==> config.mk <==
export PLATFORM = sky130hd
export DESIGN_NAME = mfdio_top
export DESIGN_NICKNAME = d
export VERILOG_FILES = /design/src/logic/mfdio_pkg.sv /design/src/logic/mfdio_compare.sv /design/src/logic/mfdio_top.sv /design/src/logic/mfdio_totalizer.sv
export VERILOG_INCLUDE_DIRS = /design/src /design/src/logic
export SDC_FILE = /design/constraint.sdc
export NUM_CORES = 1
export LEC_CHECK = 0
export ABC_AREA = 1
export BUFFER_PORTS_ARGS = -buffer_cell sky130_fd_sc_hd__buf_4
export CORE_ASPECT_RATIO = 1.75
export CORE_MARGIN = 2
export CORE_UTILIZATION = 35
export DETAILED_ROUTE_END_ITERATION = 7
export GPL_ROUTABILITY_DRIVEN = 1
export GPL_TIMING_DRIVEN = 0
export PLACE_DENSITY = 0.64
export SLEW_MARGIN = 20
export SYNTH_ARGS = -nofsm -noshare
export SYNTH_HDL_FRONTEND = slang
export SYNTH_SLANG_ARGS = --single-unit
==> constraint.sdc <==
create_clock -name aclk -period 7.2 [get_ports aclk]
set_clock_uncertainty 0.05 [all_clocks]
set_input_delay 0.36 -clock aclk [delete_from_list [all_inputs] [get_ports aclk]]
set_output_delay 0.36 -clock aclk [all_outputs]
set_load 0.005 [all_outputs]
==> src/logic/mfdio_map.svh <==
// register offsets, field positions, reset values and limits for the multifunction dio
// Overview of operation
// - compare mask is 8 bits; one marks a compared bit, zero ignores it
// - an enabled compare alarm is evaluated continuously, scan list or not
// - alarm results go to reading memory only while a scan runs
// - both input ports sampled at one instant with one shared time stamp
// - a measure request sweeps the scan list once into the output buffer
// - measure or configure requests replace the scan list with their channels
// - totalizer read policy: plain read keeps count, read-and-reset zeroes it
// - totalizer counts rising edges by default, falling edges when selected
// - a clear-now request zeroes the totalizer at once
// - in read-and-reset mode a direct count read clears the count always; an edge in the same cycle leaves it at one
// - totalizer is 26 bits and wraps to zero after 67,108,863
// - a port in the scan list as an input cannot be made an output
// - output port readback returns the last value written, not the pins
// - port direction reads 0 for input and 1 for output
// - voltage setpoints span -12 V to +12 V in 1 mV steps, read back as set
// - compare alarm fires on match or, by default, on mismatch
// - compare pattern per input port is an 8-bit value 0 to 255
`ifndef MFDIO_MAP_SVH
`define MFDIO_MAP_SVH

// ****************************************
// register byte offsets
// ****************************************
`define MFDIO_CTRL_OFF 8'h00
`define MFDIO_STAT_OFF 8'h04
`define MFDIO_PAT_OFF 8'h08
`define MFDIO_OUT_OFF 8'h0c
`define MFDIO_DIR_OFF 8'h10
`define MFDIO_PIN_OFF 8'h14
`define MFDIO_CNT_OFF 8'h18
`define MFDIO_DAC0_OFF 8'h1c
`define MFDIO_DAC1_OFF 8'h20
`define MFDIO_SCAN_OFF 8'h24
`define MFDIO_SAMP_OFF 8'h28
`define MFDIO_CMD_OFF 8'h2c
`define MFDIO_SWEEP_OFF 8'h30

// ****************************************
// field positions
// ****************************************
`define MFDIO_CTRL_CMPEN0 0
`define MFDIO_CTRL_CMPEN1 1
`define MFDIO_CTRL_EQ0 2
`define MFDIO_CTRL_EQ1 3
`define MFDIO_CTRL_RRES 4
`define MFDIO_CTRL_FALL 5
`define MFDIO_CTRL_SCANRUN 6
`define MFDIO_CMD_MEAS 0
`define MFDIO_CMD_CONF 1
`define MFDIO_CMD_CLR 2

// ****************************************
// reset values and limits
// ****************************************
`define MFDIO_CTRL_RST 7'h00
`define MFDIO_DAC_MAX 16'sd12000
`define MFDIO_DAC_MIN (-16'sd12000)
`define MFDIO_CNT_W 26

`endif

==> src/logic/mfdio_pkg.sv <==
// types shared by the multifunction dio files
package mfdio_pkg;
	typedef enum logic [2:0] {
		MFDIO_IDLE = 3'b001,
		MFDIO_SAMPLE = 3'b010,
		MFDIO_DONE = 3'b100
	} mfdio_sweep_e;
	typedef logic [7:0] mfdio_byte_t;
endpackage

==> src/logic/mfdio_compare.sv <==
// masked pattern compare alarm for one input port
`timescale 1ns/1ps
module mfdio_compare (
	// clock and reset
	input wire logic aclk,
	input wire logic aresetn,
	// configuration
	input wire logic enable,
	input wire logic alarm_on_mismatch,
	input wire logic [7:0] mask,
	input wire logic [7:0] pattern,
	// port data and result
	input wire logic [7:0] port_in,
	output logic alarm_q
);
	logic hit;

	// masked equality; mode picks match or mismatch
	assign hit = ((port_in & mask) == (pattern & mask)) ^ alarm_on_mismatch;

	// evaluated every cycle, scan or no scan
	always_ff @(posedge aclk) begin
		if (!aresetn) begin
			alarm_q <= 1'b0;
		end else begin
			alarm_q <= enable & hit;
		end
	end

	p_alarm: assert property (@(posedge aclk) disable iff (!aresetn)
		(enable && (((port_in ^ pattern) & mask) != 0) && alarm_on_mismatch) |=> alarm_q)
		else $error("mismatch alarm missed");
	p_off: assert property (@(posedge aclk) disable iff (!aresetn)
		!enable |=> !alarm_q) else $error("alarm while disabled");
endmodule

==> src/logic/mfdio_top.sv <==
// multifunction digital io, totalizer and dac setpoints behind an axi4-lite slave
//
// The implementer's own choices: the address map and the AXI4-Lite slave port.
`timescale 1ns/1ps
`include "mfdio_map.svh"
module mfdio_top #(
	parameter int CW = `MFDIO_CNT_W
) (
	// clock and reset
	input wire logic aclk,
	input wire logic aresetn,
	// axi4-lite write address
	input wire logic [7:0] s_axi_awaddr,
	input wire logic s_axi_awvalid,
	output logic s_axi_awready,
	// axi4-lite write data
	input wire logic [31:0] s_axi_wdata,
	input wire logic [3:0] s_axi_wstrb,
	input wire logic s_axi_wvalid,
	output logic s_axi_wready,
	// axi4-lite write response
	output logic [1:0] s_axi_bresp,
	output logic s_axi_bvalid,
	input wire logic s_axi_bready,
	// axi4-lite read address
	input wire logic [7:0] s_axi_araddr,
	input wire logic s_axi_arvalid,
	output logic s_axi_arready,
	// axi4-lite read data
	output logic [31:0] s_axi_rdata,
	output logic [1:0] s_axi_rresp,
	output logic s_axi_rvalid,
	input wire logic s_axi_rready,
	// digital ports, three signals each
	input wire logic [15:0] digital_port_in,
	output logic [15:0] digital_port_out_q,
	output logic [1:0] digital_port_oe_q,
	// totalizer pulse source
	input wire logic count_in,
	// compare alarm results and reading memory write
	output logic [1:0] alarm_q,
	output logic alarm_store_q,
	// dac setpoints, signed millivolts
	output logic [15:0] dac0_mv_q,
	output logic [15:0] dac1_mv_q
);
	// ****************************************
	// state
	// ****************************************
	logic [6:0] ctrl_q;
	logic [15:0] mask_q, pat_q;
	logic [2:0] scan_q;
	logic [15:0] samp_q;
	logic [31:0] stamp_q, samp_stamp_q;
	logic sweep_done_q;
	logic [CW-1:0] count;
	logic [1:0] alarm_raw;
	mfdio_pkg::mfdio_sweep_e sweep_q;
	logic aw_hold_q, w_hold_q;
	logic [7:0] aw_addr_q;
	logic [31:0] w_data_q;
	logic [3:0] w_strb_q;
	logic wr_go, rd_go, rd_cnt, clr_now;
	logic [31:0] rd_val;
	logic [1:0] rd_resp;
	logic [1:0] wr_resp;
	logic [31:0] wmerge;

	// ****************************************
	// axi4-lite write path
	// ****************************************
	// address and data latched independently, response after both
	always_ff @(posedge aclk) begin
		if (!aresetn) begin
			aw_hold_q <= 1'b0;
			w_hold_q <= 1'b0;
			aw_addr_q <= 8'h00;
			w_data_q <= 32'h0000_0000;
			w_strb_q <= 4'h0;
		end else begin
			if (s_axi_awvalid && s_axi_awready) begin
				aw_hold_q <= 1'b1;
				aw_addr_q <= s_axi_awaddr;
			end else if (wr_go) begin
				aw_hold_q <= 1'b0;
			end
			if (s_axi_wvalid && s_axi_wready) begin
				w_hold_q <= 1'b1;
				w_data_q <= s_axi_wdata;
				w_strb_q <= s_axi_wstrb;
			end else if (wr_go) begin
				w_hold_q <= 1'b0;
			end
		end
	end

	assign s_axi_awready = !aw_hold_q && !s_axi_bvalid;
	assign s_axi_wready = !w_hold_q && !s_axi_bvalid;
	assign wr_go = aw_hold_q && w_hold_q && !s_axi_bvalid;

	// byte-lane merge against the current value of the addressed word
	always_comb begin
		wmerge = rd_mux(aw_addr_q);
		for (int i = 0; i < 4; i++) begin
			if (w_strb_q[i]) begin
				wmerge[8*i +: 8] = w_data_q[8*i +: 8];
			end
		end
	end

	// write response; slverr for refused or unmapped writes
	always_comb begin
		wr_resp = 2'b00;
		case (aw_addr_q)
			`MFDIO_CTRL_OFF, `MFDIO_PAT_OFF, `MFDIO_OUT_OFF, `MFDIO_SCAN_OFF,
			`MFDIO_CMD_OFF: wr_resp = 2'b00;
			`MFDIO_DAC0_OFF, `MFDIO_DAC1_OFF: begin
				if (($signed(wmerge[15:0]) > `MFDIO_DAC_MAX) ||
					($signed(wmerge[15:0]) < `MFDIO_DAC_MIN)) begin
					wr_resp = 2'b10;
				end
			end
			`MFDIO_DIR_OFF: begin
				if (|(wmerge[1:0] & scan_q[1:0])) begin
					wr_resp = 2'b10;
				end
			end
			default: wr_resp = 2'b10;
		endcase
	end

	always_ff @(posedge aclk) begin
		if (!aresetn) begin
			s_axi_bvalid <= 1'b0;
			s_axi_bresp <= 2'b00;
		end else if (wr_go) begin
			s_axi_bvalid <= 1'b1;
			s_axi_bresp <= wr_resp;
		end else if (s_axi_bready) begin
			s_axi_bvalid <= 1'b0;
		end
	end

	// ****************************************
	// configuration registers
	// ****************************************
	// refused writes leave the register as it was
	always_ff @(posedge aclk) begin
		if (!aresetn) begin
			ctrl_q <= `MFDIO_CTRL_RST;
			mask_q <= 16'hffff;
			pat_q <= 16'h0000;
			digital_port_out_q <= 16'h0000;
			digital_port_oe_q <= 2'b00;
			dac0_mv_q <= 16'h0000;
			dac1_mv_q <= 16'h0000;
		end else if (wr_go && wr_resp == 2'b00) begin
			case (aw_addr_q)
				`MFDIO_CTRL_OFF: ctrl_q <= wmerge[6:0];
				`MFDIO_PAT_OFF: begin
					pat_q <= wmerge[15:0];
					mask_q <= wmerge[31:16];
				end
				`MFDIO_OUT_OFF: digital_port_out_q <= wmerge[15:0];
				`MFDIO_DIR_OFF: digital_port_oe_q <= wmerge[1:0];
				`MFDIO_DAC0_OFF: dac0_mv_q <= wmerge[15:0];
				`MFDIO_DAC1_OFF: dac1_mv_q <= wmerge[15:0];
				default: ;
			endcase
		end
	end

	// measure and configure both replace the scan list
	always_ff @(posedge aclk) begin
		if (!aresetn) begin
			scan_q <= 3'b000;
		end else if (wr_go && wr_resp == 2'b00 && aw_addr_q == `MFDIO_CMD_OFF &&
			(wmerge[`MFDIO_CMD_MEAS] || wmerge[`MFDIO_CMD_CONF])) begin
			scan_q <= wmerge[10:8];
		end else if (wr_go && wr_resp == 2'b00 && aw_addr_q == `MFDIO_SCAN_OFF) begin
			scan_q <= wmerge[2:0];
		end
	end

	assign clr_now = wr_go && wr_resp == 2'b00 && aw_addr_q == `MFDIO_CMD_OFF &&
		wmerge[`MFDIO_CMD_CLR];

	// ****************************************
	// single sweep for a measure request
	// ****************************************
	// free running stamp; both bytes share one sample and one stamp
	always_ff @(posedge aclk) begin
		if (!aresetn) begin
			stamp_q <= 32'h0000_0000;
		end else begin
			stamp_q <= stamp_q + 32'h0000_0001;
		end
	end

	always_ff @(posedge aclk) begin
		if (!aresetn) begin
			sweep_q <= mfdio_pkg::MFDIO_IDLE;
			samp_q <= 16'h0000;
			samp_stamp_q <= 32'h0000_0000;
			sweep_done_q <= 1'b0;
		end else begin
			case (sweep_q)
				mfdio_pkg::MFDIO_IDLE: begin
					if (wr_go && wr_resp == 2'b00 && aw_addr_q == `MFDIO_CMD_OFF &&
						wmerge[`MFDIO_CMD_MEAS]) begin
						sweep_q <= mfdio_pkg::MFDIO_SAMPLE;
						sweep_done_q <= 1'b0;
					end
				end
				mfdio_pkg::MFDIO_SAMPLE: begin
					samp_q <= digital_port_in;
					samp_stamp_q <= stamp_q;
					sweep_q <= mfdio_pkg::MFDIO_DONE;
				end
				mfdio_pkg::MFDIO_DONE: begin
					sweep_done_q <= 1'b1;
					sweep_q <= mfdio_pkg::MFDIO_IDLE;
				end
				default: sweep_q <= mfdio_pkg::MFDIO_IDLE;
			endcase
		end
	end

	// ****************************************
	// compare alarms and totalizer
	// ****************************************
	for (genvar p = 0; p < 2; p++) begin : g_cmp
		mfdio_compare u_cmp (
			.aclk(aclk),
			.aresetn(aresetn),
			.enable(ctrl_q[`MFDIO_CTRL_CMPEN0 + p]),
			.alarm_on_mismatch(!ctrl_q[`MFDIO_CTRL_EQ0 + p]),
			.mask(mask_q[8*p +: 8]),
			.pattern(pat_q[8*p +: 8]),
			.port_in(digital_port_in[8*p +: 8]),
			.alarm_q(alarm_raw[p])
		);
	end

	// alarms always evaluated, stored only during a scan
	always_ff @(posedge aclk) begin
		if (!aresetn) begin
			alarm_q <= 2'b00;
			alarm_store_q <= 1'b0;
		end else begin
			alarm_q <= alarm_raw;
			alarm_store_q <= (|alarm_raw) & ctrl_q[`MFDIO_CTRL_SCANRUN];
		end
	end

	// count read of the count register feeds read-and-reset
	assign rd_cnt = rd_go && s_axi_araddr == `MFDIO_CNT_OFF;

	mfdio_totalizer #(.CW(CW)) u_tot (
		.aclk(aclk),
		.aresetn(aresetn),
		.count_falling(ctrl_q[`MFDIO_CTRL_FALL]),
		.count_clear_after_read(ctrl_q[`MFDIO_CTRL_RRES]),
		.count_read(rd_cnt),
		.count_clear_now(clr_now),
		.count_in(count_in),
		.count_q(count)
	);

	// ****************************************
	// axi4-lite read path
	// ****************************************
	function automatic logic [31:0] rd_mux(input logic [7:0] a);
		logic [31:0] v;
		v = 32'h0000_0000;
		case (a)
			`MFDIO_CTRL_OFF: v = {25'h0, ctrl_q};
			`MFDIO_STAT_OFF: v = {28'h0, sweep_done_q, alarm_store_q, alarm_q};
			`MFDIO_PAT_OFF: v = {mask_q, pat_q};
			`MFDIO_OUT_OFF: v = {16'h0, digital_port_out_q};
			`MFDIO_DIR_OFF: v = {30'h0, digital_port_oe_q};
			`MFDIO_PIN_OFF: v = {16'h0, digital_port_in};
			`MFDIO_CNT_OFF: v = {{(32-CW){1'b0}}, count};
			`MFDIO_DAC0_OFF: v = {{16{dac0_mv_q[15]}}, dac0_mv_q};
			`MFDIO_DAC1_OFF: v = {{16{dac1_mv_q[15]}}, dac1_mv_q};
			`MFDIO_SCAN_OFF: v = {29'h0, scan_q};
			`MFDIO_SAMP_OFF: v = {16'h0, samp_q};
			`MFDIO_SWEEP_OFF: v = samp_stamp_q;
			default: v = 32'h0000_0000;
		endcase
		return v;
	endfunction

	assign s_axi_arready = !s_axi_rvalid;
	assign rd_go = s_axi_arvalid && s_axi_arready;
	assign rd_val = rd_mux(s_axi_araddr);
	// cmd register reads as zero; unmapped addresses answer slverr
	assign rd_resp = (s_axi_araddr > `MFDIO_SWEEP_OFF || s_axi_araddr[1:0] != 2'b00) ?
		2'b10 : 2'b00;

	always_ff @(posedge aclk) begin
		if (!aresetn) begin
			s_axi_rvalid <= 1'b0;
			s_axi_rdata <= 32'h0000_0000;
			s_axi_rresp <= 2'b00;
		end else if (rd_go) begin
			s_axi_rvalid <= 1'b1;
			s_axi_rdata <= rd_val;
			s_axi_rresp <= rd_resp;
		end else if (s_axi_rready) begin
			s_axi_rvalid <= 1'b0;
		end
	end

	// ****************************************
	// checks
	// ****************************************
	p_dir_refused: assert property (@(posedge aclk) disable iff (!aresetn)
		(wr_go && aw_addr_q == `MFDIO_DIR_OFF && |(wmerge[1:0] & scan_q[1:0]))
		|=> $stable(digital_port_oe_q) && s_axi_bresp == 2'b10)
		else $error("output set on scanned port");
	p_store_gated: assert property (@(posedge aclk) disable iff (!aresetn)
		!ctrl_q[`MFDIO_CTRL_SCANRUN] |=> !alarm_store_q)
		else $error("alarm stored outside scan");
	p_sweep_once: assert property (@(posedge aclk) disable iff (!aresetn)
		sweep_q == mfdio_pkg::MFDIO_SAMPLE |=> sweep_q == mfdio_pkg::MFDIO_DONE ##1
		sweep_q == mfdio_pkg::MFDIO_IDLE) else $error("sweep not single");
	p_same_stamp: assert property (@(posedge aclk) disable iff (!aresetn)
		sweep_q == mfdio_pkg::MFDIO_SAMPLE |=> samp_stamp_q == $past(stamp_q) &&
		samp_q == $past(digital_port_in)) else $error("ports not sampled together");
	p_readback: assert property (@(posedge aclk) disable iff (!aresetn)
		(rd_go && s_axi_araddr == `MFDIO_OUT_OFF) |=>
		s_axi_rdata[15:0] == $past(digital_port_out_q)) else $error("readback wrong");
	p_rres: assert property (@(posedge aclk) disable iff (!aresetn)
		(rd_cnt && ctrl_q[`MFDIO_CTRL_RRES]) |=> count <= 1)
		else $error("read did not reset count");
	c_meas: cover property (@(posedge aclk) disable iff (!aresetn)
		sweep_q == mfdio_pkg::MFDIO_DONE);
	c_alarm: cover property (@(posedge aclk) disable iff (!aresetn) alarm_store_q);
	c_refuse: cover property (@(posedge aclk) disable iff (!aresetn)
		s_axi_bvalid && s_axi_bresp == 2'b10);
endmodule

==> src/logic/mfdio_totalizer.sv <==
// edge counting totalizer with clear-now and read-and-reset
`timescale 1ns/1ps
`include "mfdio_map.svh"
module mfdio_totalizer #(
	parameter int CW = `MFDIO_CNT_W
) (
	// clock and reset
	input wire logic aclk,
	input wire logic aresetn,
	// configuration
	input wire logic count_falling,
	input wire logic count_clear_after_read,
	// requests
	input wire logic count_read,
	input wire logic count_clear_now,
	// pulse source and count
	input wire logic count_in,
	output logic [CW-1:0] count_q
);
	logic sync1_q, sync2_q, last_q;
	logic edge_seen;
	logic zero_it;

	// two-stage synchroniser, first stage read only by the second
	always_ff @(posedge aclk) begin
		if (!aresetn) begin
			sync1_q <= 1'b0;
			sync2_q <= 1'b0;
			last_q <= 1'b0;
		end else begin
			sync1_q <= count_in;
			sync2_q <= sync1_q;
			last_q <= sync2_q;
		end
	end

	// selected edge only; slope change may cost or add one edge
	assign edge_seen = count_falling ? (last_q & ~sync2_q) : (~last_q & sync2_q);
	assign zero_it = count_clear_now | (count_read & count_clear_after_read);

	// wrap is natural CW-bit overflow; edge during clear counts from zero
	always_ff @(posedge aclk) begin
		if (!aresetn) begin
			count_q <= '0;
		end else if (zero_it) begin
			count_q <= {{(CW-1){1'b0}}, edge_seen};
		end else if (edge_seen) begin
			count_q <= count_q + 1'b1;
		end
	end

	p_clear_from_zero: assert property (@(posedge aclk) disable iff (!aresetn)
		zero_it |=> count_q <= 1) else $error("count not zeroed");
	p_wrap: assert property (@(posedge aclk) disable iff (!aresetn)
		(edge_seen && !zero_it && &count_q) |=> count_q == 0) else $error("no wrap");
	p_hold: assert property (@(posedge aclk) disable iff (!aresetn)
		(!edge_seen && !zero_it) |=> $stable(count_q)) else $error("count drift");
	c_edge: cover property (@(posedge aclk) disable iff (!aresetn) edge_seen && zero_it);
endmodule
==> metrics <==
CTS Root Cell clkbuf_16; insertion delay to the later sink of the worst-skew pair 0.59 ns; total congestion overflow 0; Synth top area share 41.23%; total track usage 34.93%; Synth area leaders dfxtp_1 41%, nand2_1 9.8%, a21oi_1 7.9%; Async SR Flop Fraction 0%; Yosys reg bits 292; first-pass GRT wire length 104700 microns; Distinct cells, synth 55; via count 15515; Post-CTS Setup Repair Bufs 0; Cells after Synth 2034; number of global-route vias before repair 15289; Pwr Density 220.7 nW/um^2; Final nets 2331; Wirelength per Cell 26.92 microns; P_leak 0.007070 uW; DIE WIDTH 156.1 microns; layout cells sized above 1 13.70%; final non-filler cell total 2774; Multi-input gate area 6947 sq um; outcome finished, final reports clean; Seq/Total Area, Yosys 41.23%; drt first pass iters 6; H-tree depth 1; worst-margin pin slew 1.136 ns; synth warn 0; Setup CP Type flop to flop; Peak Freq 225.0 MHz; die height 270.2 microns; worst vdd ir 0.0001897 V; Setup TNS Final 0 ns; # setup viols final 0; Filler Cells Inserted 4215; Placed Area 16060 sq um; CP endpoint kind flop; row count 97; Worst-path clk slew 0.07 ns; Top-Level Pins 170; Slew headroom 24.01%; Initial Util 35.40%; Mapped Area 14180 sq um; TritonCTS clock tree built; Layout area overhead 22.72%; Critical Path AT 4.86 ns; syn_area_per_cell 6.970 sq um; initial drt markers 1176; Layout Utilization 43.44%; Sink Count 292; CP Data Required Time 7.62 ns; Max Cap Violations 0; Startpoint Class flop; Max Slew Vio Count 0; final WL 74670 microns; post-route ant nets 0; die area 42200 sq um; Final Cycle Share 61.72%; drt drc 0; cell taking the most area after synthesis dfxtp_1; core area 40050 sq um; Post-Place Cells 2697; Crit Path Max Fanout 10; CTS buffer count 30; IO Port Bufs 167; final hold violations 0; initial antenna violation count 4; FF+latch area 5846 sq um; Post-synth EDFFs 0; Synth Flop Type dfxtp_1; min Tclk post-route 4.444 ns; most common cell after layout, fill and taps aside nand2_1; Worst Hold Class input port to flop; most frequent cells in the layout 371 x nand2_1, 292 x dfxtp_1, 223 x a21oi_1; routed vias/inst 5.593; RSZ-0062 raised after global routing no; largest net degree at the start of global routing 15; design area 17400 sq um; post-DP HPWL 59970 microns; Longest Clk Path Bufs 3; GP Congestion 1.044
[kinds of logic after synthesis]
family | synth area share (%)
other cells | 0.02645
buf+inv | 9.858
simple gates | 25.26
compound gates | 22.34
xor+xnor | 1.112
flops | 41.23
fa+ha+maj | 0.1765
[final timing paths]
path | from | to | slack (ns) | cells after the start
worst max-delay path | aw_addr_q[2] | u_tot.count_q[8] | 2.76 | 20
worst min-delay path | s_axi_wstrb[3] | w_strb_q[3] | 0.003 | 3
worst max register to register | aw_addr_q[2] | u_tot.count_q[8] | 2.76 | 20
worst min register to register | u_tot.sync1_q | u_tot.sync2_q | 0.38 | 2
[state kept, by name, summed over array words and instances (netlist names), 3 cells and up]
signal / count
pat_q: 16
w_data_q: 32
sweep_q: 3
u_tot.count_q: 26
dac0_mv_q: 16
scan_q: 3
digital_port_out_q: 16
mask_q: 16
ctrl_q: 7
s_axi_rdata: 32
samp_stamp_q: 32
aw_addr_q: 8
stamp_q: 32
dac1_mv_q: 16
samp_q: 16
w_strb_q: 4
[worst max-delay path, stage by stage (launching register included)]
cell and delay [ns]:
dfxtp_1 0.44, inv_2 0.09, nand2_1 0.10, nor2_4 0.08
nand2_1 0.32, inv_1 0.16, nand2_1 0.08, nand2_1 0.05
nor2_1 0.60, nand3_1 0.19, nand2_1 0.11, nand2_2 0.24
nor2_1 0.21, nand3_1 0.10, nand2_1 0.10, nand3_2 0.08
nand2_4 0.10, nand4_1 0.43, nand3_2 0.38, buf_2 0.34
nor2_1 0.07
[area by class of cell]
type	count	share of cell area, %
Sequential cell	292	33.60
Clock inverter	15	1.417
Inverter	230	4.977
Clock buffer	41	5.135
Multi-Input combinational cell	1413	39.93
Timing Repair Buffer	186	8.299
Buffer	100	3.056
Tap cell	495	3.560
Antenna cell	2	0.02877
[where the power goes]
group / switching, uW / total (uW) / internal [uW]
sequential: 19.0 / 1660 / 1640
clock: 736 / 1820 / 1090
combinational: 247 / 355 / 108
total: 1000 / 3840 / 2840
[layer usage]
metal | share of wire, % | GRT usage, %
met3 | 5.3 | 5.392
met5 | 0 | 0
met2 | 49 | 60.97
met1 | 34 | 34.67
met4 | 12 | 33.12
[synth_stat cells, types with 11 or more instances]
library cell / count
a21oi_1: 223
a221oi_1: 21
buf_6: 11
clkbuf_1: 66
dfxtp_1: 292
inv_1: 216
nand2_1: 371
nand2_2: 13
nand3_1: 121
nand4_1: 16
nor2_1: 222
nor3_1: 30
o211ai_1: 27
o21ai_0: 209
o21ai_1: 25
o22ai_1: 26
xor2_1: 15
[per-stage QoR]
step / hold slack [ns] / power (uW) / setup slack, ns
3_5_place_dp: 0.3568 / 2042 / 3.072
6_report: 0.003173 / 3839 / 2.756
3_3_place_gp: 0.3482 / 2039 / 3.056
2_1_floorplan: 0.3405 / 1882 / 4.696
5_1_grt: 0.03157 / 3934 / 2.564
4_1_cts: 0.002604 / 3849 / 3.042
[repair_timing]
action,in CTS,in global routing
resized for setup,0,0
endpoints found under the hold margin,19,0
hold buffers,19,0
(Power assumes the default switching activity.)
